File: config.mk
export PLATFORM = sky130hd
export DESIGN_NAME = ebs_sequencer
export DESIGN_NICKNAME = d
export VERILOG_FILES = /design/src/hw/ebs_cfg_mem.v /design/src/hw/ebs_sequencer.v
export VERILOG_INCLUDE_DIRS = /design/src /design/src/hw
export SDC_FILE = /design/constraint.sdc
export NUM_CORES = 1
export LEC_CHECK = 0
export ABC_AREA = 0
export BUFFER_PORTS_ARGS = -buffer_cell sky130_fd_sc_hd__clkbuf_2
export CAP_MARGIN = 10
export CORE_ASPECT_RATIO = 1.2
export CORE_MARGIN = 10
export CORE_UTILIZATION = 52
export DETAILED_ROUTE_END_ITERATION = 7
export GPL_TIMING_DRIVEN = 0
export PLACE_DENSITY = 0.75
export SETUP_SLACK_MARGIN = 0.05
export SLEW_MARGIN = 40
export SYNTH_ARGS = -nofsm -noshare
export SYNTH_HDL_FRONTEND = slang
export SYNTH_SLANG_ARGS = --single-unit
File: constraint.sdc
create_clock -name clk_i -period 6.2 [get_ports clk_i]
set_input_delay 0.31 -clock clk_i [delete_from_list [all_inputs] [get_ports clk_i]]
set_output_delay 0.31 -clock clk_i [all_outputs]
set_load 0.01 [all_outputs]
File: src/hw/ebs_defines.vh
/*
 * Constants of the external bus cycle phase sequencer: phase codes,
 * field layout of the per chip-select timing word, register offsets.
 * Assumes it is included by its bare name from the design files.
 */
`ifndef EBS_DEFINES_VH
`define EBS_DEFINES_VH

// Phase state codes.
`define EBS_ST_IDLE     3'h0
`define EBS_ST_AB       3'h1
`define EBS_ST_C        3'h2
`define EBS_ST_D        3'h3
`define EBS_ST_E        3'h4
`define EBS_ST_RDY      3'h5
`define EBS_ST_F        3'h6

// Timing word field positions (chip_select_timing_config).
`define EBS_F_AB_LSB    0
`define EBS_F_AB_MSB    0
`define EBS_F_WIN_LSB   1
`define EBS_F_WIN_MSB   2
`define EBS_F_C_LSB     3
`define EBS_F_C_MSB     4
`define EBS_F_D_BIT     5
`define EBS_F_E_LSB     6
`define EBS_F_E_MSB     10
`define EBS_F_F_LSB     11
`define EBS_F_F_MSB     12
`define EBS_F_RDYEN_BIT 13
`define EBS_F_RDYPOL_BIT 14
`define EBS_F_RDYASY_BIT 15
`define EBS_TW_W        16

// Register offsets: timing words at index 0..N-1, then control, status.
`define EBS_REG_CTRL    8'h0040
`define EBS_REG_STAT    8'h0041
`define EBS_REG_RDATA   8'h0042
`define EBS_TW_RESET    16'h0000

`endif

File: src/hw/ebs_cfg_mem.v
/*
 * Small register file holding one timing word per chip select.
 * Assumes a single clock; read data come out of a register.
 */
`timescale 1ns/10ps
`include "ebs_defines.vh"

module ebs_cfg_mem #(
  parameter NCS = 4,                   // Number of chip selects.
  parameter AW  = 2                    // Index width.
) (
  input  wire          clk_i,          // System clock.
  input  wire          nrst_i,         // Asynchronous reset, active low.
  input  wire          we_i,           // Write strobe.
  input  wire [AW-1:0] waddr_i,        // Write index.
  input  wire [15:0]   wdata_i,        // Write data.
  input  wire [AW-1:0] raddr_i,        // Read index.
  output reg  [15:0]   rdata_o         // Registered read data.
);
  reg [15:0] mem_r [0:NCS-1];          // Timing words.
  genvar g;

  // Each word resets to a defined value so a cycle after reset is sane.
  generate
    for (g = 0; g < NCS; g = g + 1) begin : g_word
      always @(posedge clk_i or negedge nrst_i) begin
        if (!nrst_i) begin
          mem_r[g] <= `EBS_TW_RESET;
        end else if (we_i && (waddr_i == g)) begin
          mem_r[g] <= wdata_i;
        end
      end
    end
  endgenerate

  // Registered read port.
  always @(posedge clk_i or negedge nrst_i) begin
    if (!nrst_i) begin
      rdata_o <= `EBS_TW_RESET;
    end else begin
      rdata_o <= mem_r[raddr_i];
    end
  end
endmodule // ebs_cfg_mem

File: src/hw/ebs_sequencer.v
/*
 * External bus cycle phase sequencer: runs one bus cycle as phases
 * address setup, command delay, write setup/turnaround, access, hold.
 * Assumes pins are synchronous to clk_i and one register port master.
 */
// Implementation choices: the strobed register port and the address map.
// Functional notes
// - Five phases in fixed order per cycle.
// - Phase lengths from per chip-select timing word.
// - Address setup lasts one or two periods.
// - Window change adds zero to three setup periods.
// - Write setup/turnaround lasts zero or one period.
// - Hold and command delay zero to three periods.
// - Access one to thirty-two periods, ready extends.
// - Reference clock out mirrors system clock when enabled.
// - Read data captured at end-of-strobe edge.
// - Ready inactive waits, ready active ends cycle.
// - Ready polarity selectable, async adds sync stage.
`timescale 1ns/10ps
`include "ebs_defines.vh"

module ebs_sequencer #(
  parameter NCS = 4,                   // Number of chip selects.
  parameter CSW = 2,                   // Chip select index width.
  parameter DW  = 16                   // Data bus width.
) (
  input  wire           clk_i,         // System clock, 100 MHz.
  input  wire           nrst_i,        // Asynchronous reset, active low.
  input  wire [7:0]     reg_addr_i,    // Register word address.
  input  wire [15:0]    reg_wdata_i,   // Register write data.
  input  wire           reg_wr_i,      // Register write strobe.
  input  wire           reg_rd_i,      // Register read strobe.
  output reg  [15:0]    reg_rdata_o,   // Read data, one cycle later.
  input  wire           req_i,         // Start a bus cycle (level, taken when idle).
  input  wire           req_write_i,   // One for a write cycle.
  input  wire [CSW-1:0] req_cs_i,      // Chip select of the cycle.
  input  wire [DW-1:0]  req_wdata_i,   // Write data of the cycle.
  output reg            busy_o,        // Cycle running.
  output reg            done_o,        // One-cycle pulse at cycle end.
  output reg  [DW-1:0]  rd_data_o,     // Captured read data.
  input  wire           ready_i,       // External ready input.
  input  wire [DW-1:0]  bus_d_i,       // Data bus input.
  output reg  [DW-1:0]  bus_d_o,       // Data bus output.
  output reg            bus_d_oe_n_o,  // Data bus enable, low drives.
  output reg  [NCS-1:0] cs_n_o,        // Chip selects, active low.
  output reg            rd_n_o,        // Read strobe, active low.
  output reg            wr_n_o,        // Write strobe, active low.
  output reg  [2:0]     phase_o,       // Current phase code.
  output reg            ref_clk_en_o   // Bus reference clock driver on.
);
  reg  [2:0]     st_r;                 // Phase state.
  reg  [2:0]     st_nxt;
  reg  [5:0]     cnt_r;                // Cycles left in phase.
  reg  [5:0]     cnt_nxt;
  reg  [15:0]    tw_r;                 // Timing word of running cycle.
  reg  [CSW-1:0] cs_r;                 // Running chip select.
  reg  [CSW-1:0] last_cs_r;            // Previous window.
  reg            write_r;              // Running cycle is a write.
  reg            ctrl_clk_r;           // Reference clock enable bit.
  reg            rdy_s1_r;             // Async ready first stage.
  reg            rdy_s2_r;             // Async ready second stage.
  reg            first_r;              // No cycle run since reset.
  reg            fetch_r;              // Timing word read in flight.
  wire [15:0]    tw_rd;                // Timing word from memory.
  wire           mem_we;
  wire           rdy_act;
  wire           rdy_raw;
  wire           rdy_sel;

  // Table write hits when the address indexes a chip select word.
  assign mem_we = reg_wr_i && (reg_addr_i < NCS);

  ebs_cfg_mem #(.NCS(NCS), .AW(CSW)) u_mem (
    .clk_i   (clk_i),
    .nrst_i  (nrst_i),
    .we_i    (mem_we),
    .waddr_i (reg_addr_i[CSW-1:0]),
    .wdata_i (reg_wdata_i),
    .raddr_i (req_cs_i),
    .rdata_o (tw_rd)
  );

  // Polarity select then choice of direct or synchronised ready.
  assign rdy_raw = ready_i ^ ~tw_r[`EBS_F_RDYPOL_BIT];
  assign rdy_sel = tw_r[`EBS_F_RDYASY_BIT] ? rdy_s2_r : rdy_raw;
  assign rdy_act = rdy_sel;

  // Length of a phase, loaded when it is entered.
  function [5:0] ph_len;
    input [2:0]  ph;
    input [15:0] tw;
    input        win;
    begin
      case (ph)
        `EBS_ST_AB: ph_len = {5'h00, tw[`EBS_F_AB_MSB:`EBS_F_AB_LSB]} + 6'h01 +
                             (win ? {4'h0, tw[`EBS_F_WIN_MSB:`EBS_F_WIN_LSB]}
                                  : 6'h00);
        `EBS_ST_C:  ph_len = {4'h0, tw[`EBS_F_C_MSB:`EBS_F_C_LSB]};
        `EBS_ST_D:  ph_len = {5'h00, tw[`EBS_F_D_BIT]};
        `EBS_ST_E:  ph_len = {1'b0, tw[`EBS_F_E_MSB:`EBS_F_E_LSB]} + 6'h01;
        `EBS_ST_F:  ph_len = {4'h0, tw[`EBS_F_F_MSB:`EBS_F_F_LSB]};
        default:    ph_len = 6'h00;
      endcase
    end
  endfunction

  // Next state walks the phases in order and skips empty ones. The
  // skip is done here in one step, so no idle cycle is spent on them.
  always @* begin
    st_nxt  = st_r;
    cnt_nxt = cnt_r;
    case (st_r)
      `EBS_ST_IDLE: begin
        if (fetch_r) begin
          st_nxt  = `EBS_ST_AB;
          cnt_nxt = ph_len(`EBS_ST_AB, tw_rd,
                           first_r || (req_cs_i != last_cs_r));
        end
      end
      `EBS_ST_AB, `EBS_ST_C, `EBS_ST_D: begin
        if (cnt_r > 6'h01) begin
          cnt_nxt = cnt_r - 6'h01;
        end else if (st_r != `EBS_ST_D && ph_len(st_r + 3'h1, tw_r, 1'b0) == 6'h00) begin
          st_nxt  = st_r + 3'h2;
          cnt_nxt = ph_len(st_r + 3'h2, tw_r, 1'b0);
          if (st_nxt == `EBS_ST_D && cnt_nxt == 6'h00) begin
            st_nxt  = `EBS_ST_E;
            cnt_nxt = ph_len(`EBS_ST_E, tw_r, 1'b0);
          end
        end else begin
          st_nxt  = st_r + 3'h1;
          cnt_nxt = ph_len(st_r + 3'h1, tw_r, 1'b0);
        end
      end
      `EBS_ST_E: begin
        if (cnt_r > 6'h01) begin
          cnt_nxt = cnt_r - 6'h01;
        end else if (tw_r[`EBS_F_RDYEN_BIT]) begin
          st_nxt  = `EBS_ST_RDY;
        end else begin
          st_nxt  = (tw_r[`EBS_F_F_MSB:`EBS_F_F_LSB] == 2'h0) ? `EBS_ST_IDLE
                                                              : `EBS_ST_F;
          cnt_nxt = ph_len(`EBS_ST_F, tw_r, 1'b0);
        end
      end
      `EBS_ST_RDY: begin
        if (rdy_act) begin
          st_nxt  = (tw_r[`EBS_F_F_MSB:`EBS_F_F_LSB] == 2'h0) ? `EBS_ST_IDLE
                                                              : `EBS_ST_F;
          cnt_nxt = ph_len(`EBS_ST_F, tw_r, 1'b0);
        end
      end
      `EBS_ST_F: begin
        if (cnt_r > 6'h01) begin
          cnt_nxt = cnt_r - 6'h01;
        end else begin
          st_nxt = `EBS_ST_IDLE;
        end
      end
      default: begin
        st_nxt  = `EBS_ST_IDLE;
        cnt_nxt = 6'h00;
      end
    endcase
  end

  // Sequencer state, cycle context and the ready synchroniser.
  always @(posedge clk_i or negedge nrst_i) begin
    if (!nrst_i) begin
      st_r      <= `EBS_ST_IDLE;
      cnt_r     <= 6'h00;
      tw_r      <= `EBS_TW_RESET;
      cs_r      <= {CSW{1'b0}};
      last_cs_r <= {CSW{1'b0}};
      write_r   <= 1'b0;
      first_r   <= 1'b1;
      fetch_r   <= 1'b0;
      rdy_s1_r  <= 1'b0;
      rdy_s2_r  <= 1'b0;
    end else begin
      st_r     <= st_nxt;
      cnt_r    <= cnt_nxt;
      rdy_s1_r <= ready_i ^ ~tw_r[`EBS_F_RDYPOL_BIT];
      rdy_s2_r <= rdy_s1_r;
      // The timing word is fetched one cycle before the cycle starts.
      fetch_r  <= req_i && st_r == `EBS_ST_IDLE && !fetch_r;
      if (fetch_r) begin
        tw_r      <= tw_rd;
        cs_r      <= req_cs_i;
        last_cs_r <= req_cs_i;
        write_r   <= req_write_i;
        first_r   <= 1'b0;
      end
    end
  end

  // Pin and status outputs, all registered; selects, strobes, bus enable, busy and phase from the next state.
  always @(posedge clk_i or negedge nrst_i) begin
    if (!nrst_i) begin
      busy_o       <= 1'b0;
      done_o       <= 1'b0;
      rd_data_o    <= {DW{1'b0}};
      bus_d_o      <= {DW{1'b0}};
      bus_d_oe_n_o <= 1'b1;
      cs_n_o       <= {NCS{1'b1}};
      rd_n_o       <= 1'b1;
      wr_n_o       <= 1'b1;
      phase_o      <= `EBS_ST_IDLE;
      ref_clk_en_o <= 1'b0;
    end else begin
      busy_o       <= st_nxt != `EBS_ST_IDLE;
      done_o       <= st_r != `EBS_ST_IDLE && st_nxt == `EBS_ST_IDLE;
      phase_o      <= st_nxt;
      ref_clk_en_o <= ctrl_clk_r;
      // On the fetch edge cs_r still holds the previous select, so the
      // request's select is used there to keep the first setup period right.
      cs_n_o       <= (st_nxt == `EBS_ST_IDLE) ? {NCS{1'b1}}
                      : ~({{(NCS-1){1'b0}}, 1'b1} << (fetch_r ? req_cs_i : cs_r));
      rd_n_o       <= !(!write_r && (st_nxt == `EBS_ST_E || st_nxt == `EBS_ST_RDY));
      wr_n_o       <= !(write_r && (st_nxt == `EBS_ST_E || st_nxt == `EBS_ST_RDY));
      bus_d_o      <= req_wdata_i;
      bus_d_oe_n_o <= !(write_r && st_nxt != `EBS_ST_IDLE && st_nxt != `EBS_ST_AB);
      // Latch read data on the edge that ends the strobe; address
      // changes after this edge cannot disturb the captured value.
      if (!write_r && (st_r == `EBS_ST_E || st_r == `EBS_ST_RDY) &&
          st_nxt != st_r) begin
        rd_data_o <= bus_d_i;
      end
    end
  end

  // Control register and read port.
  always @(posedge clk_i or negedge nrst_i) begin
    if (!nrst_i) begin
      ctrl_clk_r  <= 1'b0;
      reg_rdata_o <= 16'h0000;
    end else begin
      if (reg_wr_i && reg_addr_i == `EBS_REG_CTRL) begin
        ctrl_clk_r <= reg_wdata_i[0];
      end
      if (reg_rd_i) begin
        case (reg_addr_i)
          `EBS_REG_CTRL:  reg_rdata_o <= {15'h0000, ctrl_clk_r};
          `EBS_REG_STAT:  reg_rdata_o <= {12'h000, busy_o, st_r};
          `EBS_REG_RDATA: reg_rdata_o <= rd_data_o;
          default:        reg_rdata_o <= 16'h0000;
        endcase
      end else begin
        reg_rdata_o <= 16'h0000;
      end
    end
  end
endmodule // ebs_sequencer

==> metrics.yaml, run 1 <==
outcome:
  status: "completed"
worst_hold_path:
  hp-class: "in2reg"
  whs_endpoint: "rd_data_o[4]"
  hold_start: "bus_d_i[4]"
  hold_depth: 2
worst_setup_path:
  worstPathRequired_ns: 6.52
  ff2ff_setup_slack_ns: 2.12
  arrival_ns: 4.40
  crit_path_end_kind: "flop"
  worstReg2RegStart: "phase_o[2]"
  r2r_cells: 15
  criticalPathCategory: "reg2reg"
  timing.rr.end: "rd_data_o[11]"
  crit_fanout: 10
  cp-start-kind: "flop"
floorplanning:
  initial_core_util_pct: 53.22
  dieHeight_um: 153.1
  num_rows: 48
  die_w_um: 130.9
  core-area_sq_mm: 0.01441
  die-area_sq_mm: 0.02003
  boundaryPins: 126
synthesis:
  synthesis.area_sq_mm: 0.007671
  syn_avg_cell_area_sq_um: 13.25
  synth_largest_area_cell: "dfrtp_1"
  synthFlopType: "dfrtp_1"
  ys_seq_elements: 171
  synth_nets: 655
  synth_enable_flop_cells: 0
  yosys_warnings: 0
  post-synth-top-area-fraction_pct: 53.17
  synth_area_leaders: "dfrtp_1 53%, mux2_2 12%, mux4_2 4.7%, dfstp_2 2.7%, mux2_4 2.2%"
  syn_inst: 579
  synth.distinct_cells: 76
  async_flop_share_pct: 100.0
  seq_area_frac_synth_pct: 55.91
timing:
  relSlewSlack_pct: 51.83
  setup_violations: 0
  final.period_utilization_pct: 65.86
  min_period_ns: 4.083
  rsz0062_at_grt: "false"
  timing.fmax_mhz: 244.9
  holdWs_ns: 0.1051
  worstMarginPinSlew_ns: 0.7226
  maxSlewViolCount: 0
  tns_ns: 0
  fin_skew_ns: 0.007715
  worst_slack_ns: 2.117
  finalHoldViolCount: 0
cts:
  cts_max_path_buffers: 2
  hold_buffers: 17
  cts_setup_buffers: 0
  clk_pin_slew_ns: 0.07
  numCtsBuffers: 17
  cts_tree: "done"
  clock_sinks: 171
  cts_resized: 0
  clock_latency_ns: 0.44
  clockRootBuffer: "clkbuf_16"
  ctsHtreeMaxLevel: 4
final_layout:
  area.growth.synth_to_final_pct: 21.71
  fillerInstances: 1065
  layout.nets: 814
  n_antenna_cell: 0
  layout_commonest_cell: "dfrtp_1"
  drive_gt1_share_pct: 41.94
  seq_area_sq_mm: 0.004289
  final_cell_mix: "163 x dfrtp_1, 120 x clkbuf_2, 85 x mux2_2"
  final_util_pct: 64.77
  multi_input_area_sq_mm: 0.003157
drt:
  routed_wl_um: 18900
  dr.pass1.iters: 4
  drt_iter0_markers: 326
  ant_nets: 0
  drc_errors: 0
  vias_per_cell: 5.681
  vias: 5261
  wl_per_cell_um: 20.41
flow_run:
  drv_cap: 0
power:
  p_per_area_mw_per_mm2: 440.4
  finalPower_mw: 4.112
  ir_drop_mv: 0.2543
  p_leak_nw: 4.539
grt:
  grt_usage_pct: 19.79
  antenna_found_initial: 0
  grt_max_degree: 76
  grt-ovfl-total: 0
  grt_pass1_wl_um: 30760
  grt_pass1_vias: 5763
place:
  gp_congestion: 0.9282
  io_buffers: 121
  hpwl_um: 13860
  post-place-ws_ns: 2.147
metal layers:
metal	part of all wire, %	up-vias	GRT usage, %	wire (um)
met5	0	-	0	0
met4	2.1	0	7.851	401
met3	4.6	31	4.014	878
met2	55	152	35.45	10360
met1	38	2683	22.13	7259
li1	-	2395	-	-
cell families after synthesis:
| logic type | count (synthesis) | share of synthesized area, % |
|---|---|---|
| compound gates | 103 | 9.640 |
| xor+xnor | 12 | 1.615 |
| fa+ha+maj | 11 | 1.794 |
| buf+inv | 51 | 3.131 |
| flops | 171 | 55.91 |
| mux | 116 | 19.85 |
| simple gates | 115 | 8.058 |
critical path, stage by stage, from the launching register on:
cell	delay [ns]
dfrtp_1	0.35
buf_4	0.20
buf_2	0.25
clkinv_1	0.31
ha_1	0.39
buf_2	0.17
mux2i_1	0.20
o221ai_1	0.18
a21oi_2	0.19
o211ai_2	0.11
buf_6	0.18
o21ai_1	0.17
a31oi_1	0.15
a211oi_4	0.58
buf_12	0.22
mux2_4	0.31
final cells by class:
class / count / share of cell area, %
timing repair buffer: 140 / 8.992
multi-input combinational: 357 / 33.81
buffer: 30 / 1.742
tap: 175 / 2.345
inverter: 21 / 0.8443
sequential: 171 / 45.94
clock inverter: 15 / 1.769
clock buffer: 17 / 4.556
registers in the layout, indices dropped and copies added (netlist names), 2 cells and up:
register       flops
phase_o            3
cs_r               2
rd_data_o         16
cnt_r              6
bus_d_o           16
u_mem.mem_r       64
tw_r              14
u_mem.rdata_o     16
cs_n_o             4
reg_rdata_o       16
last_cs_r          2
how the worst max path moves through the flow:
| stage | startpoint | to | slack [ns] | cells after the start |
|---|---|---|---|---|
| finish | phase_o[2] | rd_data_o[11] | 2.12 | 15 |
| global route | phase_o[2] | rd_data_o[10] | 1.85 | 15 |
| CTS | phase_o[2] | rd_data_o[11] | 2.09 | 15 |
| detailed placement | phase_o[2] | rd_data_o[11] | 2.15 | 15 |
| global placement | nrst_i | cnt_r[5] | 2.10 | 1 |
| floorplan | phase_o[2] | rd_data_o[10] | 2.77 | 15 |
power breakdown:
group	total, mW	switching, mW	leakage [nW]	internal [mW]
Sequential	1.43	0.123	2.25	1.30
Clock	1.05	0.504	0.287	0.543
Combinational	1.64	0.962	2.00	0.677
Total	4.11	1.59	4.54	2.52
cell usage after synthesis (3+ instances only):
cell,n
a21oi_1,17
a22oi_1,7
a31oi_1,7
and2_1,14
and3_1,3
buf_2,8
clkbuf_1,15
dfrtp_1,163
dfstp_2,8
ha_1,11
inv_1,20
mux2_2,85
mux2_4,11
mux2i_1,4
mux4_2,16
nand2_1,26
nand2b_1,3
nand3_1,9
nor2_1,30
nor2b_1,6
nor3_1,7
o21a_1,4
o21ai_0,22
o21ai_1,3
o31ai_1,6
xnor2_1,3
xor2_1,8
stage by stage:
| step | instances | instance area [sq um] |
|---|---|---|
| after floorplan | 579 | 7671 |
| after global placement | 875 | 8496 |
| after detailed placement | 877 | 8568 |
| after CTS | 926 | 9329 |
| after global routing | 926 | 9336 |
| final | 926 | 9336 |
(Power assumes the default switching activity.)
==> run 2, diff against run 1 <==
clock period = 3.9 ns   (was 6.2 ns; I/O delays follow)
==> metrics.yaml, run 2 (synthesized netlist as in run 1, its figures left out) <==
cts:
  clk_pin_slew_ns: 0.07
  cts_max_path_buffers: 2
  numCtsBuffers: 17
  ctsHtreeMaxLevel: 4
  clock_latency_ns: 0.44
  clockRootBuffer: "clkbuf_16"
  cts_tree: "done"
  clock_sinks: 171
drt:
  routed_wl_um: 19180
  dr.pass1.iters: 5
  wl_per_cell_um: 20.32
  drt_iter0_markers: 274
  vias: 5378
  drc_errors: 0
  ant_nets: 0
  vias_per_cell: 5.697
worst_setup_path:
  cp-startpoint: "phase_o[1]"
  worstPathRequired_ns: 4.22
  cp-start-kind: "flop"
  ff2ff_setup_slack_ns: 0.18
  r2r_cells: 15
  worstReg2RegStart: "phase_o[1]"
  timing.rr.end: "rd_data_o[11]"
  criticalPathCategory: "reg2reg"
  crit_fanout: 10
  crit_path_end: "rd_data_o[11]"
  arrival_ns: 4.03
  crit_path_end_kind: "flop"
final_layout:
  largest_register_ffs: 64
  n_antenna_cell: 0
  largest-register: "u_mem.mem_r"
  drive_gt1_share_pct: 41.61
  final_cell_mix: "163 x dfrtp_1, 121 x clkbuf_2, 85 x mux2_2"
  layout.nets: 832
  fillerInstances: 1034
  layout_commonest_cell: "dfrtp_1"
  area.growth.synth_to_final_pct: 24.45
outcome:
  status: "completed"
timing:
  rsz0062_at_grt: "false"
  maxSlewViolCount: 0
  worst_slack_ns: 0.1849
  finalHoldViolCount: 0
  fin_skew_ns: 0.007392
  setup_violations: 0
  min_period_ns: 3.715
  relSlewSlack_pct: 51.71
  timing.fmax_mhz: 269.2
  final.period_utilization_pct: 95.26
  worstMarginPinSlew_ns: 0.7244
  holdWs_ns: 0.01225
power:
  finalPower_mw: 6.630
  ir_drop_mv: 0.4031
  p_per_area_mw_per_mm2: 694.5
  p_leak_nw: 4.633
grt:
  grt-ovfl-total: 0
  grt_max_degree: 76
  antenna_found_initial: 0
  grt_pass1_vias: 5924
  grt_pass1_wl_um: 31220
  grt_usage_pct: 20.04
flow_run:
  drv_cap: 0
place:
  hpwl_um: 13860
  post-place-ws_ns: -0.1525
  io_buffers: 121
  gp_congestion: 0.9282
floorplanning:
  die-area_sq_mm: 0.02003
  die_w_um: 130.9
  initial_core_util_pct: 53.22
  dieHeight_um: 153.1
  core-area_sq_mm: 0.01441
  boundaryPins: 126
  num_rows: 48
worst_hold_path:
  hp-class: "in2reg"
## run 2: changes by cell type in the layout (fill, tap and decap cells not counted), sizes merged
| cell | previous run | this run |
|---|---|---|
| dlygate4sd3 | 17 | 32 |
| buf | 17 | 20 |
| clkinv | 5 | 4 |
| inv | 30 | 31 |
## run 2: worst min-delay path by stage
stage	from	to	slack [ns]	depth (start not counted)
global route	bus_d_i[3]	rd_data_o[3]	0.003	2
global placement	req_wdata_i[6]	bus_d_o[6]	0.30	1
detailed placement	nrst_i	bus_d_o[8]	0.14	1
floorplan	nrst_i	bus_d_o[0]	-0.10	0
CTS	bus_d_i[9]	rd_data_o[9]	0.001	2
finish	bus_d_i[9]	rd_data_o[9]	0.01	2
## run 2: stage by stage
step                instance area [sq um]  util (%)  std cells  TNS [ns]
finish                               9547     66.23        944         0
global route                         9547     66.23        944         0
CTS                                  9527     66.09        943         0
detailed placement                   8568     59.44        877    -1.533
global placement                     8496     58.94        875    -13.93
floorplan                            7671         -        579         0
## run 2: worst max-delay path, cell delays in order (launching register included)
cell	delay [ns]
dfrtp_1	0.56
ha_1	0.34
ha_1	0.26
buf_2	0.16
nand2b_1	0.20
nor3_4	0.27
buf_4	0.16
o2bb2ai_2	0.06
o211ai_2	0.10
buf_6	0.17
mux2_4	0.32
nor4_4	0.30
a211oi_4	0.08
buf_12	0.15
buf_12	0.14
mux2_4	0.30
## run 2: cell type report
class,count,area [sq um],area share (%)
plain buffers,30,166.4,1.743
clock buffers,17,425.4,4.456
well taps,175,219.0,2.294
flip-flops and latches,171,4289,44.93
multi-input cells,357,3163,33.13
clock inverters,15,165.2,1.730
repair buffers,158,1037,10.86
inverters,21,81.33,0.8519
## run 2: report_power, final
| part | switching [mW] | internal (mW) | total, mW |
|---|---|---|---|
| clock | 0.800 | 0.863 | 1.66 |
| sequential | 0.198 | 2.07 | 2.27 |
| combinational | 1.56 | 1.14 | 2.70 |
## run 2: what timing repair did
item	in CTS	in global routing
setup endpoints to repair	19	20
buffers inserted	2	1
hold buffers	32	0
pin swaps	1	1
resized for setup	2	5
hold endpoints to repair	66	0
## run 2: routing by layer
layer  up-vias  GRT usage, %  wire (um)  share of wire, %
li1       2440             -          -                 -
met1      2704         22.31       7305                38
met2       177         35.50      10280                54
met3        57         4.325        978               5.1
met4         0         8.700        622               3.2
met5         -             0          0                 0
==> run 3, diff against run 2 <==
REMOVE_ABC_BUFFERS = 1   (was default)
==> metrics.yaml, run 3 (synthesized netlist as in run 1, its figures left out) <==
grt:
  grt_pass1_wl_um: 29180
  grt_usage_pct: 18.59
  grt_max_degree: 71
  grt_pass1_vias: 5648
  grt-ovfl-total: 0
  antenna_found_initial: 0
floorplanning:
  boundaryPins: 126
  die_w_um: 130.9
  num_rows: 48
  die-area_sq_mm: 0.02003
  initial_core_util_pct: 53.22
  dieHeight_um: 153.1
  core-area_sq_mm: 0.01441
drt:
  wl_per_cell_um: 19.79
  drt_iter0_markers: 381
  ant_nets: 0
  dr.pass1.iters: 6
  highest_layer: "met4"
  vias: 5203
  wl_met2_um: 10130
  vias_per_cell: 5.674
  routed_wl_um: 18150
  wl_met1_um: 6910
  drc_errors: 0
  wl_met3_um: 772
power:
  p_leak_nw: 4.545
  p_per_area_mw_per_mm2: 685.0
  ir_drop_mv: 0.4801
cts:
  cts_max_path_buffers: 2
  clk_pin_slew_ns: 0.07
  cts_tree: "done"
  clockRootBuffer: "clkbuf_16"
  numCtsBuffers: 17
  ctsHtreeMaxLevel: 4
  clock_sinks: 171
  clock_latency_ns: 0.42
timing:
  setup_violations: 0
  maxSlewViolCount: 0
  worstMarginPinSlew_ns: 0.7462
  fin_skew_ns: 0.01219
  finalHoldViolCount: 0
  worst_slack_ns: 0.1389
  timing.fmax_mhz: 265.9
  relSlewSlack_pct: 49.47
  rsz0062_at_grt: "false"
  final.period_utilization_pct: 96.44
  min_period_ns: 3.761
  holdWs_ns: 0.01689
worst_setup_path:
  slowest_delay_ns: 0.58
  cp-start-kind: "flop"
  path_cells: "inv_1 -> ha_2 -> inv_1 -> o2111ai_1 -> a21oi_2 -> o211ai_4 -> mux2_4 -> nor4_4 -> a211oi_4 -> buf_4 -> mux2_4"
  worstPathRequired_ns: 4.20
  crit_fanout: 19
  criticalPathCategory: "reg2reg"
  crit_path_end_kind: "flop"
  cp_top_family: "compound AO/OA/AOI/OAI gates"
  arrival_ns: 4.06
  cp-startpoint: "phase_o[1]"
  crit_slowest_cell: "dfrtp_4"
  crit_buf_inv: 3
  worstReg2RegStart: "phase_o[1]"
outcome:
  status: "completed"
final_layout:
  area.growth.synth_to_final_pct: 22.92
  layout.nets: 805
  largest-register: "u_mem.mem_r"
  drive_gt1_share_pct: 42.59
  largest_register_ffs: 64
  final_cell_mix: "159 x dfrtp_1, 124 x clkbuf_2, 85 x mux2_2"
  fillerInstances: 1078
  n_antenna_cell: 0
  layout_commonest_cell: "dfrtp_1"
place:
  gp_congestion: 0.8381
  post-place-ws_ns: -0.4668
  hpwl_um: 12720
  io_buffers: 125
flow_run:
  drv_cap: 0
worst_hold_path:
  hold_start: "bus_d_i[15]"
  hp-class: "in2reg"
==> run 3: power breakdown <==
| group | internal [mW] | switching, mW |
|---|---|---|
| Combinational | 1.02 | 1.37 |
| Clock | 1.04 | 0.657 |
| Sequential | 2.08 | 0.294 |
==> run 3: final cells by class <==
| cell class | instances | area (sq um) | share of cell area, % |
|---|---|---|---|
| clock buffer | 20 | 456.7 | 4.843 |
| clock inverter | 12 | 143.9 | 1.526 |
| inverter | 21 | 80.08 | 0.8493 |
| multi-input combinational | 357 | 3194 | 33.88 |
| sequential | 171 | 4299 | 45.59 |
| tap | 175 | 219.0 | 2.322 |
| timing repair buffer | 161 | 1036 | 10.99 |
==> run 3: per-stage QoR <==
| step | total power, mW | TNS, ns | util, % | instance area, sq um | cells |
|---|---|---|---|---|---|
| 2_1_floorplan | 3.946 | -0.1113 | - | 7510 | 549 |
| 3_3_place_gp | 4.594 | -27.61 | 57.96 | 8354 | 849 |
| 3_5_place_dp | 4.683 | -5.814 | 58.92 | 8493 | 854 |
| 4_1_cts | 6.454 | 0 | 65.14 | 9389 | 914 |
| 5_1_grt | 6.825 | 0 | 65.42 | 9429 | 917 |
| 6_report | 6.459 | 0 | 65.42 | 9429 | 917 |
==> run 3: worst register-to-register path: cells and delay by family, from the launching register on <==
family          cells  cell delay, ns
compound gates      4            0.92
fa+ha+maj           1            0.46
buf+inv             3            0.66
flops               1            0.58
mux                 2            0.66
simple gates        1            0.35
==> run 3: layer usage <==
| metal | up-vias | global-route usage, % |
|---|---|---|
| met5 | - | 0 |
| met4 | 0 | 6.790 |
| met3 | 28 | 4.740 |
| met2 | 130 | 33.04 |
| met1 | 2664 | 20.68 |
| li1 | 2381 | - |
==> run 3: worst paths after layout <==
kind,end,slack [ns],cells past startpoint
max,rd_data_o[13],0.14,11
min,rd_data_o[15],0.02,2
max reg2reg,rd_data_o[13],0.14,11
min reg2reg,rdy_s2_r,0.35,0
max in group asynchronous,rd_n_o,3.00,3
min in group asynchronous,bus_d_o[13],0.25,2
==> run 3: repair_timing <==
action | CTS | global route
hold buffers | 27 | 2
gates resized for setup | 6 | 2
pin swaps | 1 | 0
setup endpoints to repair | 24 | 19
setup buffers | 1 | 1
gates cloned | 0 | 0
hold endpoints to repair | 60 | 2
